===== src/verilog/iepx_regs.vh =====
// register offsets, field positions and reset values of the interrupt enable block
`ifndef IEPX_REGS_VH
`define IEPX_REGS_VH

`define IEPX_ADDR_AUX0      8'ha1
`define IEPX_ADDR_IE_MAIN   8'ha8
`define IEPX_ADDR_IE_EXT1   8'had
`define IEPX_ADDR_XCTRL     8'hc0
`define IEPX_ADDR_PRIO_LO   8'hb8
`define IEPX_ADDR_PRIO_HI   8'hb7

`define IEPX_RST_AUX0       8'h00
`define IEPX_RST_IE_MAIN    8'h00
`define IEPX_RST_IE_EXT1    8'h00
`define IEPX_RST_XCTRL      8'h00
`define IEPX_RST_PRIO       8'h00

`define IEPX_IE_GLOBAL      7
`define IEPX_IE_RSVD        6

`define IEPX_AUX_BRK        4
`define IEPX_AUX_BM1        3
`define IEPX_AUX_BM0        2
`define IEPX_AUX_X1H        1
`define IEPX_AUX_X0H        0

`define IEPX_XC_X3H         7
`define IEPX_XC_EN3         6
`define IEPX_XC_FL3         5
`define IEPX_XC_ED3         4
`define IEPX_XC_X2H         3
`define IEPX_XC_EN2         2
`define IEPX_XC_FL2         1
`define IEPX_XC_ED2         0

`define IEPX_EIE_SYSF       3

`define IEPX_SRC_EXT2       5'd6
`define IEPX_SRC_EXT3       5'd7
`define IEPX_NUM_SRC        16
`define IEPX_SUB_MOD        5

`endif


===== src/verilog/iepx_top.v =====
// interrupt enable, priority and external interrupt 2/3 configuration block
//
// What this block does
// - global enable zero blocks every source
// - main enable holds six individual enables
// - ext1 polarity bit selects high or rising
// - ext0 polarity bit selects high or rising
// - break flag set by event, blocks pwm
// - modulator switch events set sticky flags
// - ext3 polarity bit selects high or rising
// - ext flags hardware set, service clears
// - type bit picks edge or level
// - sleeping ext trigger sets flag, wakes
// - disabled ext source never wakes cpu
// - ext2 polarity bit selects high or rising
// - control register holds ext3, ext2 enables
// - priority group low and high bits
// - extended enable register holds eight enables
// - system flag is OR of gated flags
// - keypad match requests when enabled
// - conversion done requests when enabled
// - spi done requests when enabled
// - two priority bits form four levels
// - sample flags, poll next cycle, call
// - higher level served first, preempts only lower levels
`timescale 1ns/1ps
`default_nettype none
`include "iepx_regs.vh"

module iepx_top (
  input  wire       ref_clk,
  input  wire       rstn,
  input  wire [7:0] sfr_addr,
  input  wire       sfr_wr,
  input  wire [7:0] sfr_wdata,
  input  wire       sfr_rd,
  output reg  [7:0] sfr_rdata,
  input  wire       ext0_flag,
  input  wire       timer0_flag,
  input  wire       ext1_flag,
  input  wire       timer1_flag,
  input  wire       serial0_flag,
  input  wire       timer2_flag,
  input  wire       spi_transfer_done_flag,
  input  wire       conversion_done_flag,
  input  wire       counter_array_flag,
  input  wire       serial1_flag,
  input  wire       keypad_match_flag,
  input  wire       two_wire_flag,
  input  wire       comparator0_flag,
  input  wire [5:0] sys_flags,
  input  wire [6:0] system_flag_sub_enables,
  input  wire [7:0] ext_prio_high,
  input  wire [7:0] ext_prio_low,
  input  wire       ext_irq2_input,
  input  wire       ext_irq3_input,
  input  wire       pwm_break_event,
  input  wire       mod0_switch_event,
  input  wire       mod1_switch_event,
  input  wire       mod0_switch_src_en,
  input  wire       mod1_switch_src_en,
  input  wire       cpu_sleeping,
  input  wire       cpu_poll_ok,
  input  wire       irq_ack,
  input  wire       irq_return,
  output reg        irq_req,
  output reg  [4:0] irq_vector,
  output reg  [1:0] irq_level,
  output reg        cpu_wake,
  output reg        pwm_break_flag,
  output reg        ext0_high_polarity,
  output reg        ext1_high_polarity
);

  ////////////////////////////////////////////////////////////////////////////
  // registers

  reg [7:0] aux_control_zero;
  reg [7:0] interrupt_enable_main;
  reg [7:0] interrupt_enable_ext_one;
  reg [7:0] external_irq_control;
  reg [7:0] priority_group_zero_low;
  reg [7:0] priority_group_zero_high;
  reg [15:0] pend_sample;
  reg [3:0]  in_progress;
  reg        sfr_wr_hold;
  wire [1:0] trig;
  wire       wr_aux;
  wire       wr_ie;
  wire       wr_eie;
  wire       wr_xc;
  wire       wr_plo;
  wire       wr_phi;
  wire       svc_ext2;
  wire       svc_ext3;
  wire       global_irq_enable;
  wire       sys_flag_irq;
  wire [15:0] src_flag;
  wire [15:0] src_en;
  wire [15:0] pend;
  wire [15:0] prio_hi;
  wire [15:0] prio_lo;

  assign wr_aux = sfr_wr && (sfr_addr == `IEPX_ADDR_AUX0);
  assign wr_ie  = sfr_wr && (sfr_addr == `IEPX_ADDR_IE_MAIN);
  assign wr_eie = sfr_wr && (sfr_addr == `IEPX_ADDR_IE_EXT1);
  assign wr_xc  = sfr_wr && (sfr_addr == `IEPX_ADDR_XCTRL);
  assign wr_plo = sfr_wr && (sfr_addr == `IEPX_ADDR_PRIO_LO);
  assign wr_phi = sfr_wr && (sfr_addr == `IEPX_ADDR_PRIO_HI);
  assign svc_ext2 = irq_ack && irq_req && (irq_vector == `IEPX_SRC_EXT2);
  assign svc_ext3 = irq_ack && irq_req && (irq_vector == `IEPX_SRC_EXT3);

  ////////////////////////////////////////////////////////////////////////////
  // functions

  // combine high and low bit into a level, 3 highest
  function [1:0] level_of;
    input hi;
    input lo;
    begin
      level_of = {hi, lo};
    end
  endfunction
  // highest level currently in service, valid flag in bit 2
  function [2:0] top_in_service;
    input [3:0] act;
    begin
      top_in_service = act[3] ? 3'b111 :
                       act[2] ? 3'b110 :
                       act[1] ? 3'b101 :
                       act[0] ? 3'b100 : 3'b000;
    end
  endfunction
  ////////////////////////////////////////////////////////////////////////////
  // external interrupt 2 and 3 trigger detection

  genvar gi;
  generate
    for (gi = 0; gi < 2; gi = gi + 1) begin : g_ext
      iepx_ext_trig u_trig (
        .ref_clk  (ref_clk),
        .rstn     (rstn),
        .pin      (gi == 0 ? ext_irq2_input : ext_irq3_input),
        .high_pol (gi == 0 ? external_irq_control[`IEPX_XC_X2H]
                           : external_irq_control[`IEPX_XC_X3H]),
        .edge_sel (gi == 0 ? external_irq_control[`IEPX_XC_ED2]
                           : external_irq_control[`IEPX_XC_ED3]),
        .trig     (trig[gi])
      );
    end
  endgenerate

  ////////////////////////////////////////////////////////////////////////////
  // register writes and flag updates

  always @(posedge ref_clk or negedge rstn) begin
    if (!rstn) begin
      aux_control_zero         <= `IEPX_RST_AUX0;
      interrupt_enable_main    <= `IEPX_RST_IE_MAIN;
      interrupt_enable_ext_one <= `IEPX_RST_IE_EXT1;
      external_irq_control     <= `IEPX_RST_XCTRL;
      priority_group_zero_low  <= `IEPX_RST_PRIO;
      priority_group_zero_high <= `IEPX_RST_PRIO;
    end else begin
      if (wr_aux) begin
        aux_control_zero <= sfr_wdata;
      end
      // break event sets, wins over clear
      if (pwm_break_event) begin
        aux_control_zero[`IEPX_AUX_BRK] <= 1'b1;
      end
      if (mod1_switch_event && mod1_switch_src_en) begin
        aux_control_zero[`IEPX_AUX_BM1] <= 1'b1;
      end
      if (mod0_switch_event && mod0_switch_src_en) begin
        aux_control_zero[`IEPX_AUX_BM0] <= 1'b1;
      end
      if (wr_ie) begin
        interrupt_enable_main <= sfr_wdata & 8'hbf;
      end
      if (wr_eie) begin
        interrupt_enable_ext_one <= sfr_wdata;
      end
      if (wr_plo) begin
        priority_group_zero_low <= sfr_wdata;
      end
      if (wr_phi) begin
        priority_group_zero_high <= sfr_wdata;
      end
      if (wr_xc) begin
        external_irq_control <= sfr_wdata;
      end
      if (svc_ext2 && !wr_xc) begin
        external_irq_control[`IEPX_XC_FL2] <= 1'b0;
      end
      if (svc_ext3 && !wr_xc) begin
        external_irq_control[`IEPX_XC_FL3] <= 1'b0;
      end
      // trigger sets flag also when asleep
      if (trig[0]) begin
        external_irq_control[`IEPX_XC_FL2] <= 1'b1;
      end
      if (trig[1]) begin
        external_irq_control[`IEPX_XC_FL3] <= 1'b1;
      end
    end
  end

  ////////////////////////////////////////////////////////////////////////////
  // source flags and enables

  assign global_irq_enable = interrupt_enable_main[`IEPX_IE_GLOBAL];
  assign sys_flag_irq = |({sys_flags[5],
                           aux_control_zero[`IEPX_AUX_BM1] | aux_control_zero[`IEPX_AUX_BM0],
                           sys_flags[4:0]} & system_flag_sub_enables);

  assign src_flag = {comparator0_flag, two_wire_flag, keypad_match_flag, serial1_flag,
                     sys_flag_irq, counter_array_flag, conversion_done_flag,
                     spi_transfer_done_flag,
                     external_irq_control[`IEPX_XC_FL3], external_irq_control[`IEPX_XC_FL2],
                     timer2_flag, serial0_flag, timer1_flag, ext1_flag, timer0_flag, ext0_flag};

  // main enables, ext2/3 enables, extended enables
  assign src_en = {interrupt_enable_ext_one,
                   external_irq_control[`IEPX_XC_EN3], external_irq_control[`IEPX_XC_EN2],
                   interrupt_enable_main[5:0]};
  // pending needs flag, enable and global
  assign pend = src_flag & src_en & {`IEPX_NUM_SRC{global_irq_enable}};
  // group zero order maps to sources 0..7
  assign prio_hi = {ext_prio_high, priority_group_zero_high[7:6], priority_group_zero_high[5:0]};
  assign prio_lo = {ext_prio_low, priority_group_zero_low[7:6], priority_group_zero_low[5:0]};

  ////////////////////////////////////////////////////////////////////////////
  // arbitration

  reg [1:0] best_lvl;
  reg [4:0] best_idx;
  reg       best_found;
  reg [1:0] cur_lvl;
  reg [2:0] busy;
  integer   k;
  // four levels, highest level wins, lower index on tie
  always @* begin
    best_lvl   = 2'b00;
    best_idx   = 5'd0;
    best_found = 1'b0;
    cur_lvl    = 2'b00;
    busy       = top_in_service(in_progress);
    for (k = `IEPX_NUM_SRC - 1; k >= 0; k = k - 1) begin
      cur_lvl = level_of(prio_hi[k], prio_lo[k]);
      if (pend_sample[k] && (!best_found || cur_lvl >= best_lvl)) begin
        best_lvl   = cur_lvl;
        best_idx   = k[4:0];
        best_found = 1'b1;
      end
    end
    // no preempt by equal or lower level
    if (busy[2] && best_lvl <= busy[1:0]) begin
      best_found = 1'b0;
    end
  end

  ////////////////////////////////////////////////////////////////////////////
  // sampling, polling and service tracking

  always @(posedge ref_clk or negedge rstn) begin
    if (!rstn) begin
      pend_sample <= 16'h0000;
      sfr_wr_hold <= 1'b0;
      in_progress <= 4'h0;
      irq_req     <= 1'b0;
      irq_vector  <= 5'd0;
      irq_level   <= 2'b00;
    end else begin
      // sample this cycle, poll the next
      pend_sample <= pend;
      sfr_wr_hold <= wr_aux | wr_ie | wr_eie | wr_xc | wr_plo | wr_phi;
      if (irq_ack && irq_req) begin
        irq_req <= 1'b0;
        in_progress[irq_level] <= 1'b1;
      end else if (irq_return) begin
        irq_req <= 1'b0;
        // pop the highest level in service
        in_progress[busy[1:0]] <= 1'b0;
      end else begin
        irq_req    <= best_found && cpu_poll_ok && !sfr_wr_hold && !wr_ie;
        irq_vector <= best_idx;
        irq_level  <= best_lvl;
      end
    end
  end

  ////////////////////////////////////////////////////////////////////////////
  // outputs and read path

  always @(posedge ref_clk or negedge rstn) begin
    if (!rstn) begin
      cpu_wake           <= 1'b0;
      pwm_break_flag     <= 1'b0;
      ext0_high_polarity <= 1'b0;
      ext1_high_polarity <= 1'b0;
      sfr_rdata          <= 8'h00;
    end else begin
      // wake on enabled flag, disabled never wakes
      cpu_wake <= cpu_sleeping &&
                  ((external_irq_control[`IEPX_XC_FL2] && external_irq_control[`IEPX_XC_EN2]) ||
                   (external_irq_control[`IEPX_XC_FL3] && external_irq_control[`IEPX_XC_EN3]));
      pwm_break_flag <= aux_control_zero[`IEPX_AUX_BRK] | pwm_break_event;
      ext0_high_polarity <= aux_control_zero[`IEPX_AUX_X0H];
      ext1_high_polarity <= aux_control_zero[`IEPX_AUX_X1H];
      if (sfr_rd) begin
        case (sfr_addr)
          `IEPX_ADDR_AUX0:    sfr_rdata <= aux_control_zero;
          `IEPX_ADDR_IE_MAIN: sfr_rdata <= interrupt_enable_main;
          `IEPX_ADDR_IE_EXT1: sfr_rdata <= interrupt_enable_ext_one;
          `IEPX_ADDR_XCTRL:   sfr_rdata <= external_irq_control;
          `IEPX_ADDR_PRIO_LO: sfr_rdata <= priority_group_zero_low;
          `IEPX_ADDR_PRIO_HI: sfr_rdata <= priority_group_zero_high;
          default:            sfr_rdata <= 8'h00;
        endcase
      end
    end
  end

endmodule

`default_nettype wire


===== src/verilog/iepx_ext_trig.v =====
// level or edge trigger detector for one external interrupt input
`timescale 1ns/1ps
`default_nettype none

module iepx_ext_trig (
  input  wire ref_clk,
  input  wire rstn,
  input  wire pin,
  input  wire high_pol,
  input  wire edge_sel,
  output wire trig
);

  wire active;
  reg  prev_active;

  assign active = high_pol ? pin : ~pin;

  // previous level starts active so reset gives no false edge
  always @(posedge ref_clk or negedge rstn) begin
    if (!rstn) begin
      prev_active <= 1'b1;
    end else begin
      prev_active <= active;
    end
  end

  assign trig = edge_sel ? (active & ~prev_active) : active;

endmodule

`default_nettype wire


===== config.mk =====
export PLATFORM = sky130hd
export DESIGN_NAME = iepx_top
export DESIGN_NICKNAME = d
export VERILOG_FILES = /design/src/verilog/iepx_top.v /design/src/verilog/iepx_ext_trig.v
export VERILOG_INCLUDE_DIRS = /design/src /design/src/verilog
export SDC_FILE = /design/constraint.sdc
export NUM_CORES = 1
export LEC_CHECK = 0
export BUFFER_PORTS_ARGS = -buffer_cell sky130_fd_sc_hd__buf_2
export CORE_MARGIN = 2
export CORE_UTILIZATION = 56
export DETAILED_ROUTE_END_ITERATION = 8
export PLACE_DENSITY = 0.8
export SLEW_MARGIN = 0
export SYNTH_ARGS = -nofsm -noshare
export SYNTH_HDL_FRONTEND = slang
export SYNTH_SLANG_ARGS = --single-unit

===== constraint.sdc =====
create_clock -name ref_clk -period 25.5 [get_ports ref_clk]
set_clock_uncertainty 0.05 [all_clocks]
set_input_delay 3.825 -clock ref_clk [delete_from_list [all_inputs] [get_ports ref_clk]]
set_output_delay 3.825 -clock ref_clk [all_outputs]
set_load 0.01 [all_outputs]

==> Word-level counts from Yosys, hierarchy flattened <==
Cells that the tools add are included.
{ "op_classes": {"n_addsub": 0, "mul": 0, "n_div": 0, "order_cmp": 20, "n_eq_ne": 8, "shift": 0, "n_mux": 75, "bitwise_logic": 21, "n_reduce_logical": 79} }
{ "op_table": {"columns": ["operator", "count"], "rows": [
  ["2-to-1 mux 5 bit", 16],
  ["equality test 8 bit, second input constant", 6],
  ["one-hot mux 8 bit (6 select lines)", 1],
  ["logical AND 1 bit", 37],
  ["AND 16 bit", 2],
  ["2-to-1 mux 1 bit", 32],
  ["2-to-1 mux 2 bit", 16],
  [">= comparator 2 bit", 15],
  ["logical NOT 1 bit", 18],
  ["logical OR 1 bit", 16],
  ["2-to-1 mux 3 bit", 4],
  ["2-to-1 mux 4 bit", 3],
  ["equality test 5 x 3 -> 1 bit, second input constant", 2],
  ["nonzero test 2 bit", 4],
  ["AND 7 bit", 1],
  ["bitwise OR 1 bit", 7],
  ["OR reduction 7 bit", 1],
  ["less-than comparator 2 x 3 -> 1 bit, second input constant", 2],
  ["2-to-1 mux 6 bit", 1],
  ["NOT 1 bit", 6],
  ["nonzero test 3 bit", 2],
  ["AND 4 bit", 1],
  ["demux 1 bit (select 2 bit)", 2],
  [">= comparator 2 x 1 -> 1 bit, second input constant", 2],
  ["other kinds (5)", 6]
]} }
{ "totals": {"reg_bits": 90, "latchBits": 0, "ram_bits": 0, "mem_bits_ro": 0, "input_bits": 73, "output_inout_bits": 20, "wordCells": 227, "mem_count": 0} }

==> Longest topological paths before layout <==
{ "logic_depth": {"ltp_word": 69, "depth_mapped": 103, "depth_no_buf": 103} }

==> Cells and area by module <==
Synthesis repeated with hierarchy kept, for this count alone.
{ "hier_totals": {"hier_cells": 508, "hier_area_um2": 5197.5} }
{ "modules_own_cells": {"columns": ["mod", "n_inst", "cells_per_inst", "area_each_um2", "seq_area_each_um2"], "rows": [
  ["iepx_top", 1, 502, 5112.4, 2177.1],
  ["iepx_ext_trig", 2, 3, 42.5, 26.3]
]} }

==> Worst setup path after synthesis <==
OpenSTA, ideal clock, no wires.
{ "synth_path": {"kind": "input -> register", "from": "in ext_prio_low[7]", "to": "reg irq_req", "setup_ps": 67, "arrival_time_ps": 21083, "t_required_ps": 25383, "setup_slack_ps": 4300, "stages": 92, "path_buffers": 0, "path_cell_list": "and2_1 ha_1 nor2b_1 o22ai_2 mux2_4 ha_1 a211o_1 a221oi_2 a31oi_1 ha_1 nand2b_1 a211o_1 nor3b_1 a211oi_4 inv_1 ha_1 inv_1 o211ai_1 (+56 left out) nand2b_1 nor2_1 a22oi_1 nand2_1 o21ai_0 o22a_2 ha_1 nand2b_1 a21oi_1 o21ai_0 nand2_1 mux2_2 ha_1 a21oi_1 a21oi_1 a21oi_1 nor4b_1 o311a_1"} }
{ "synth_between": {"elab_chain_len": 69, "word_cells_on_any_way": 98, "classes_between": "order compare: 16; mux: 34; reduce/logical: 48"} }
{ "synth_rtl": {"columns": ["element", "line", "source"], "rows": [
  ["from (decl)", "iepx_top.v:54", "input wire [7:0] ext_prio_low,"],
  ["2-to-1 mux 2 bit *", "iepx_top.v:251", "if (pend_sample[k] && (!best_found || cur_lvl >= best_lvl)) begin"],
  [">= comparator 2 bit", "iepx_top.v:251", null],
  ["logical OR 1 bit", "iepx_top.v:251", null],
  ["logical AND 1 bit", "iepx_top.v:251", null],
  ["2-to-1 mux 2 bit or 2-to-1 mux 1 bit (tied branches)", "iepx_top.v:251", null],
  [">= comparator 2 bit or logical NOT 1 bit (tied branches)", "iepx_top.v:251", null],
  ["logical OR 1 bit", "iepx_top.v:251", null],
  ["logical AND 1 bit", "iepx_top.v:251", null],
  ["(+52 left out)", null, null],
  ["2-to-1 mux 2 bit *", "iepx_top.v:251", null],
  ["named net best_lvl[1]", "iepx_top.v:236", "reg [1:0] best_lvl;"],
  ["<= comparator 2 bit *", "iepx_top.v:258", "if (busy[2] && best_lvl <= busy[1:0]) begin"],
  ["logical AND 1 bit *", "iepx_top.v:258", null],
  ["2-to-1 mux 1 bit *", "iepx_top.v:258", null],
  ["logical AND 1 bit * (3 in series)", "iepx_top.v:286", "irq_req <= best_found && cpu_poll_ok && !sfr_wr_hold && !wr_ie;"],
  ["2-to-1 mux 1 bit *", "iepx_top.v:281", "end else if (irq_return) begin"],
  ["2-to-1 mux 1 bit *", "iepx_top.v:278", "if (irq_ack && irq_req) begin"],
  ["to (signal assigned)", "iepx_top.v:286", null],
  ["to (decl)", "iepx_top.v:66", "output reg irq_req,"]
]} }
The timed path passes the listed nets; every way through them passes the cells marked *.
A chain may end at the register's enable or synchronous reset.

==> Worst setup path in the final report <==
Ends and elaborated chain as after synthesis.

==> qor.yml <==
outcome:
  status: "complete, no violations"
logic_synthesis:
  async_flop_share: 1.00
  synth_adder_area_share: 0.0553
  synth-compound-area-share: 0.193
  yosys_register_bits: 89
  synthMuxAreaShare: 0.121
  netlist_instances: 518
  syn-cell-area_um2: 5200
  synth_edf_count: 0
  synthSimpleGateAreaFrac: 0.165
  syn-num-nets: 614
  yosysTopAreaCell: "dfrtp_1"
  synth_area_leaders: "dfrtp_1, mux2_2, ha_1"
  synth_cell_types: 71
  synth.most_common_cell: "dfrtp_1"
  synth_top_area_share: 0.418
  synth.avg_cell_area_um2: 10.0
  synth_top_family_by_area: "compound AO/OA/AOI/OAI gates"
  ys.flop_type: "dfrtp_1"
  yosysSeqAreaShare: 0.428
  yosys-top-cells-count: "dfrtp_1, nand2_1, mux2_2"
  synth_xor_area_frac: 0.00337
  yosysWarnings: 0
timing:
  slew_headroom: 0.282
  hold_violations: 0
  min_period_over_period: 0.900
  rsz0062_at_grt: "no"
  clock.fmax_mhz: 43.6
  timing.hold.ws_ps: 358
  min_period_ps: 22940
  slew_violations: 0
  worst_pin_slew_ps: 1080
  setup_ws_ps: 2560
  setup_viol: 0
  setup-tns-final_ps: 0
drt:
  post-route-drc-count: 0
  wire_per_inst_um: 18.1
  drt_first_pass_iters: 8
  ant_nets: 0
  drtIter0Drc: 316
  vias_per_cell: 6.30
  vias: 4588
  drt_wl_total_um: 13200
clock_tree:
  cts_tree: "done"
  cts_setup_buffers: 0
  cts-buffers-inserted: 9
  clk_pin_slew_worst_paths_ps: 90
  postCtsHoldBufs: 0
  clk-insertion-delay-late_ps: 350
  h-tree-depth: 3
  cts.sinks: 89
  clk_path_buf_depth: 2
  cts_root_buf: "clkbuf_8"
  ctsResizeCount: 0
cells_and_area:
  fillerInstances: 737
  fin_nets: 709
  drive_gt1_frac: 0.295
  fin_area_um2: 5990
  area_growth_pct: 15.1
  fin_cells: 728
  multi_input_area_um2: 2800
  final_util: 0.658
  n_antenna_cell: 0
  register_area_um2: 2230
critical_path:
  cp.arrival_ps: 23190
  rr_worst_depth: 92
  cp-startpoint: "ext_prio_low[7]"
  timing.rr.end: "irq_req$_DFF_PN0_"
  reg2reg_slack_ps: 5630
  endpoint_kind: "flop"
  crit_fanout: 10
  criticalPathCategory: "input pin to flop"
  startpoint_type: "input pin"
  slowest_delay_ps: 470
  crit_end: "irq_req$_DFF_PN0_"
  slowest_stage: "o41a_1"
  required_ps: 25750
  path_common_cell: "ha_1"
  r2r-start: "pend_sample[15]$_DFF_PN0_"
min_path:
  hp-class: "flop to flop"
placement:
  place.gp.congestion: 0.934
  dpl_cell_area_um2: 5780
  dp_hpwl_um: 9970
  numPortBuffers: 91
  post-place-ws_ps: 2400
  place_inst: 713
die:
  initial_core_util: 0.571
  core-area_um2: 9110
  die-area_um2: 10100
  die_w_um: 100
  die_y_um: 100
  rows: 35
  io_pins: 93
grt:
  grt_pass1_wl_um: 21500
  grt_overflow: 0
  antenna_found_initial: 0
  grt_max_degree: 90
  grt_pass1_vias: 4575
  grt_usage: 0.271
power:
  p_leak_nw: 3.03
  p_total_mw: 0.286
  p_per_area_nw_per_um2: 47.6
  vdd_drop_max_mv: 0.0333
run:
  max-cap-violations: 0
## cells in the final DEF, fill, tap and decap left out, types with 3 or more instances in the layout
| master | count |
|---|---|
| nor2b_1 | 4 |
| a21boi_0 | 4 |
| nor4_1 | 3 |
| and3_1 | 19 |
| nand2b_1 | 14 |
| a21o_1 | 5 |
| and2_1 | 3 |
| nand4_1 | 6 |
| a211oi_1 | 3 |
| nand2_1 | 57 |
| buf_2 | 90 |
| o211ai_1 | 3 |
| ha_1 | 23 |
| o22ai_1 | 3 |
| inv_1 | 34 |
| a22oi_1 | 15 |
| nor3_1 | 7 |
| dfrtp_1 | 87 |
| buf_4 | 4 |
| a31oi_1 | 13 |
| a211o_1 | 5 |
| a222oi_1 | 7 |
| clkbuf_8 | 10 |
| mux2_2 | 51 |
| nor3b_1 | 3 |
| nor2_1 | 33 |
| mux2_4 | 3 |
| or2_2 | 6 |
| nand3_1 | 11 |
| o21ai_0 | 17 |
| a21oi_1 | 18 |
## state kept, by name (all words and copies together), names as in the netlist
name                      flops
pend_sample                  16
aux_control_zero              8
external_irq_control          8
interrupt_enable_ext_one      8
priority_group_zero_high      8
priority_group_zero_low       8
sfr_rdata                     8
interrupt_enable_main         7
in_progress                   4
irq_vector                    4
g_ext.u_trig.prev_active      2
irq_level                     2
cpu_wake                      1
ext0_high_polarity            1
ext1_high_polarity            1
irq_req                       1
pwm_break_flag                1
sfr_wr_hold                   1
## per-layer routing
| layer | wire (µm) | GRT usage |
|---|---|---|
| met1 | 5360 | 0.349 |
| met2 | 6790 | 0.465 |
| met3 | 941 | 0.0501 |
| met4 | 106 | 0.0906 |
| met5 | 0 | 0 |
## kinds of logic (layout without fill, tap and decap cells)
family / count (synthesis) / count (layout)
compound gates: 131 / 131
xor+xnor: 2 / 2
fa+ha+maj: 23 / 23
buf+inv: 44 / 143
flops: 89 / 89
mux: 55 / 55
other cells: 1 / 1
simple gates: 173 / 173
## power breakdown
part / internal, mW / total, mW / switching [mW] / leakage [nW]
sequential: 0.146 / 0.151 / 0.00474 / 1.18
combinational: 0.0124 / 0.0276 / 0.0152 / 1.74
clock: 0.0578 / 0.107 / 0.0492 / 0.106
## final cells by class
type,instances,area share
clock buffer,11,0.0236
clock inverter,4,0.0127
inverter,34,0.0213
multi-input combinational,385,0.467
sequential,89,0.372
tap,111,0.0232
timing repair buffer,94,0.0802
## how the worst min path moves through the flow
stage                                          startpoint                      endpoint  slack (ps)  depth (start not counted)
final                     aux_control_zero[0]$_DFFE_PN0P_  ext0_high_polarity$_DFF_PN0_         360                          0
after global routing      aux_control_zero[0]$_DFFE_PN0P_  ext0_high_polarity$_DFF_PN0_         380                          0
after CTS                 aux_control_zero[0]$_DFFE_PN0P_  ext0_high_polarity$_DFF_PN0_         360                          0
after detailed placement  aux_control_zero[0]$_DFFE_PN0P_  ext0_high_polarity$_DFF_PN0_         340                          0
after global placement    aux_control_zero[0]$_DFFE_PN0P_  ext0_high_polarity$_DFF_PN0_         340                          0
after floorplan           aux_control_zero[0]$_DFFE_PN0P_  ext0_high_polarity$_DFF_PN0_         320                          0
## critical path, delay by kind of cell
kind                       cells  cell delay (ps)
adders and majority gates     16             4360
and+or+nand+nor               27             4510
muxes                          4             1430
buffers and inverters          6              450
AOI/OAI and AO/OA             40             8580
(Power assumes the default switching activity.)
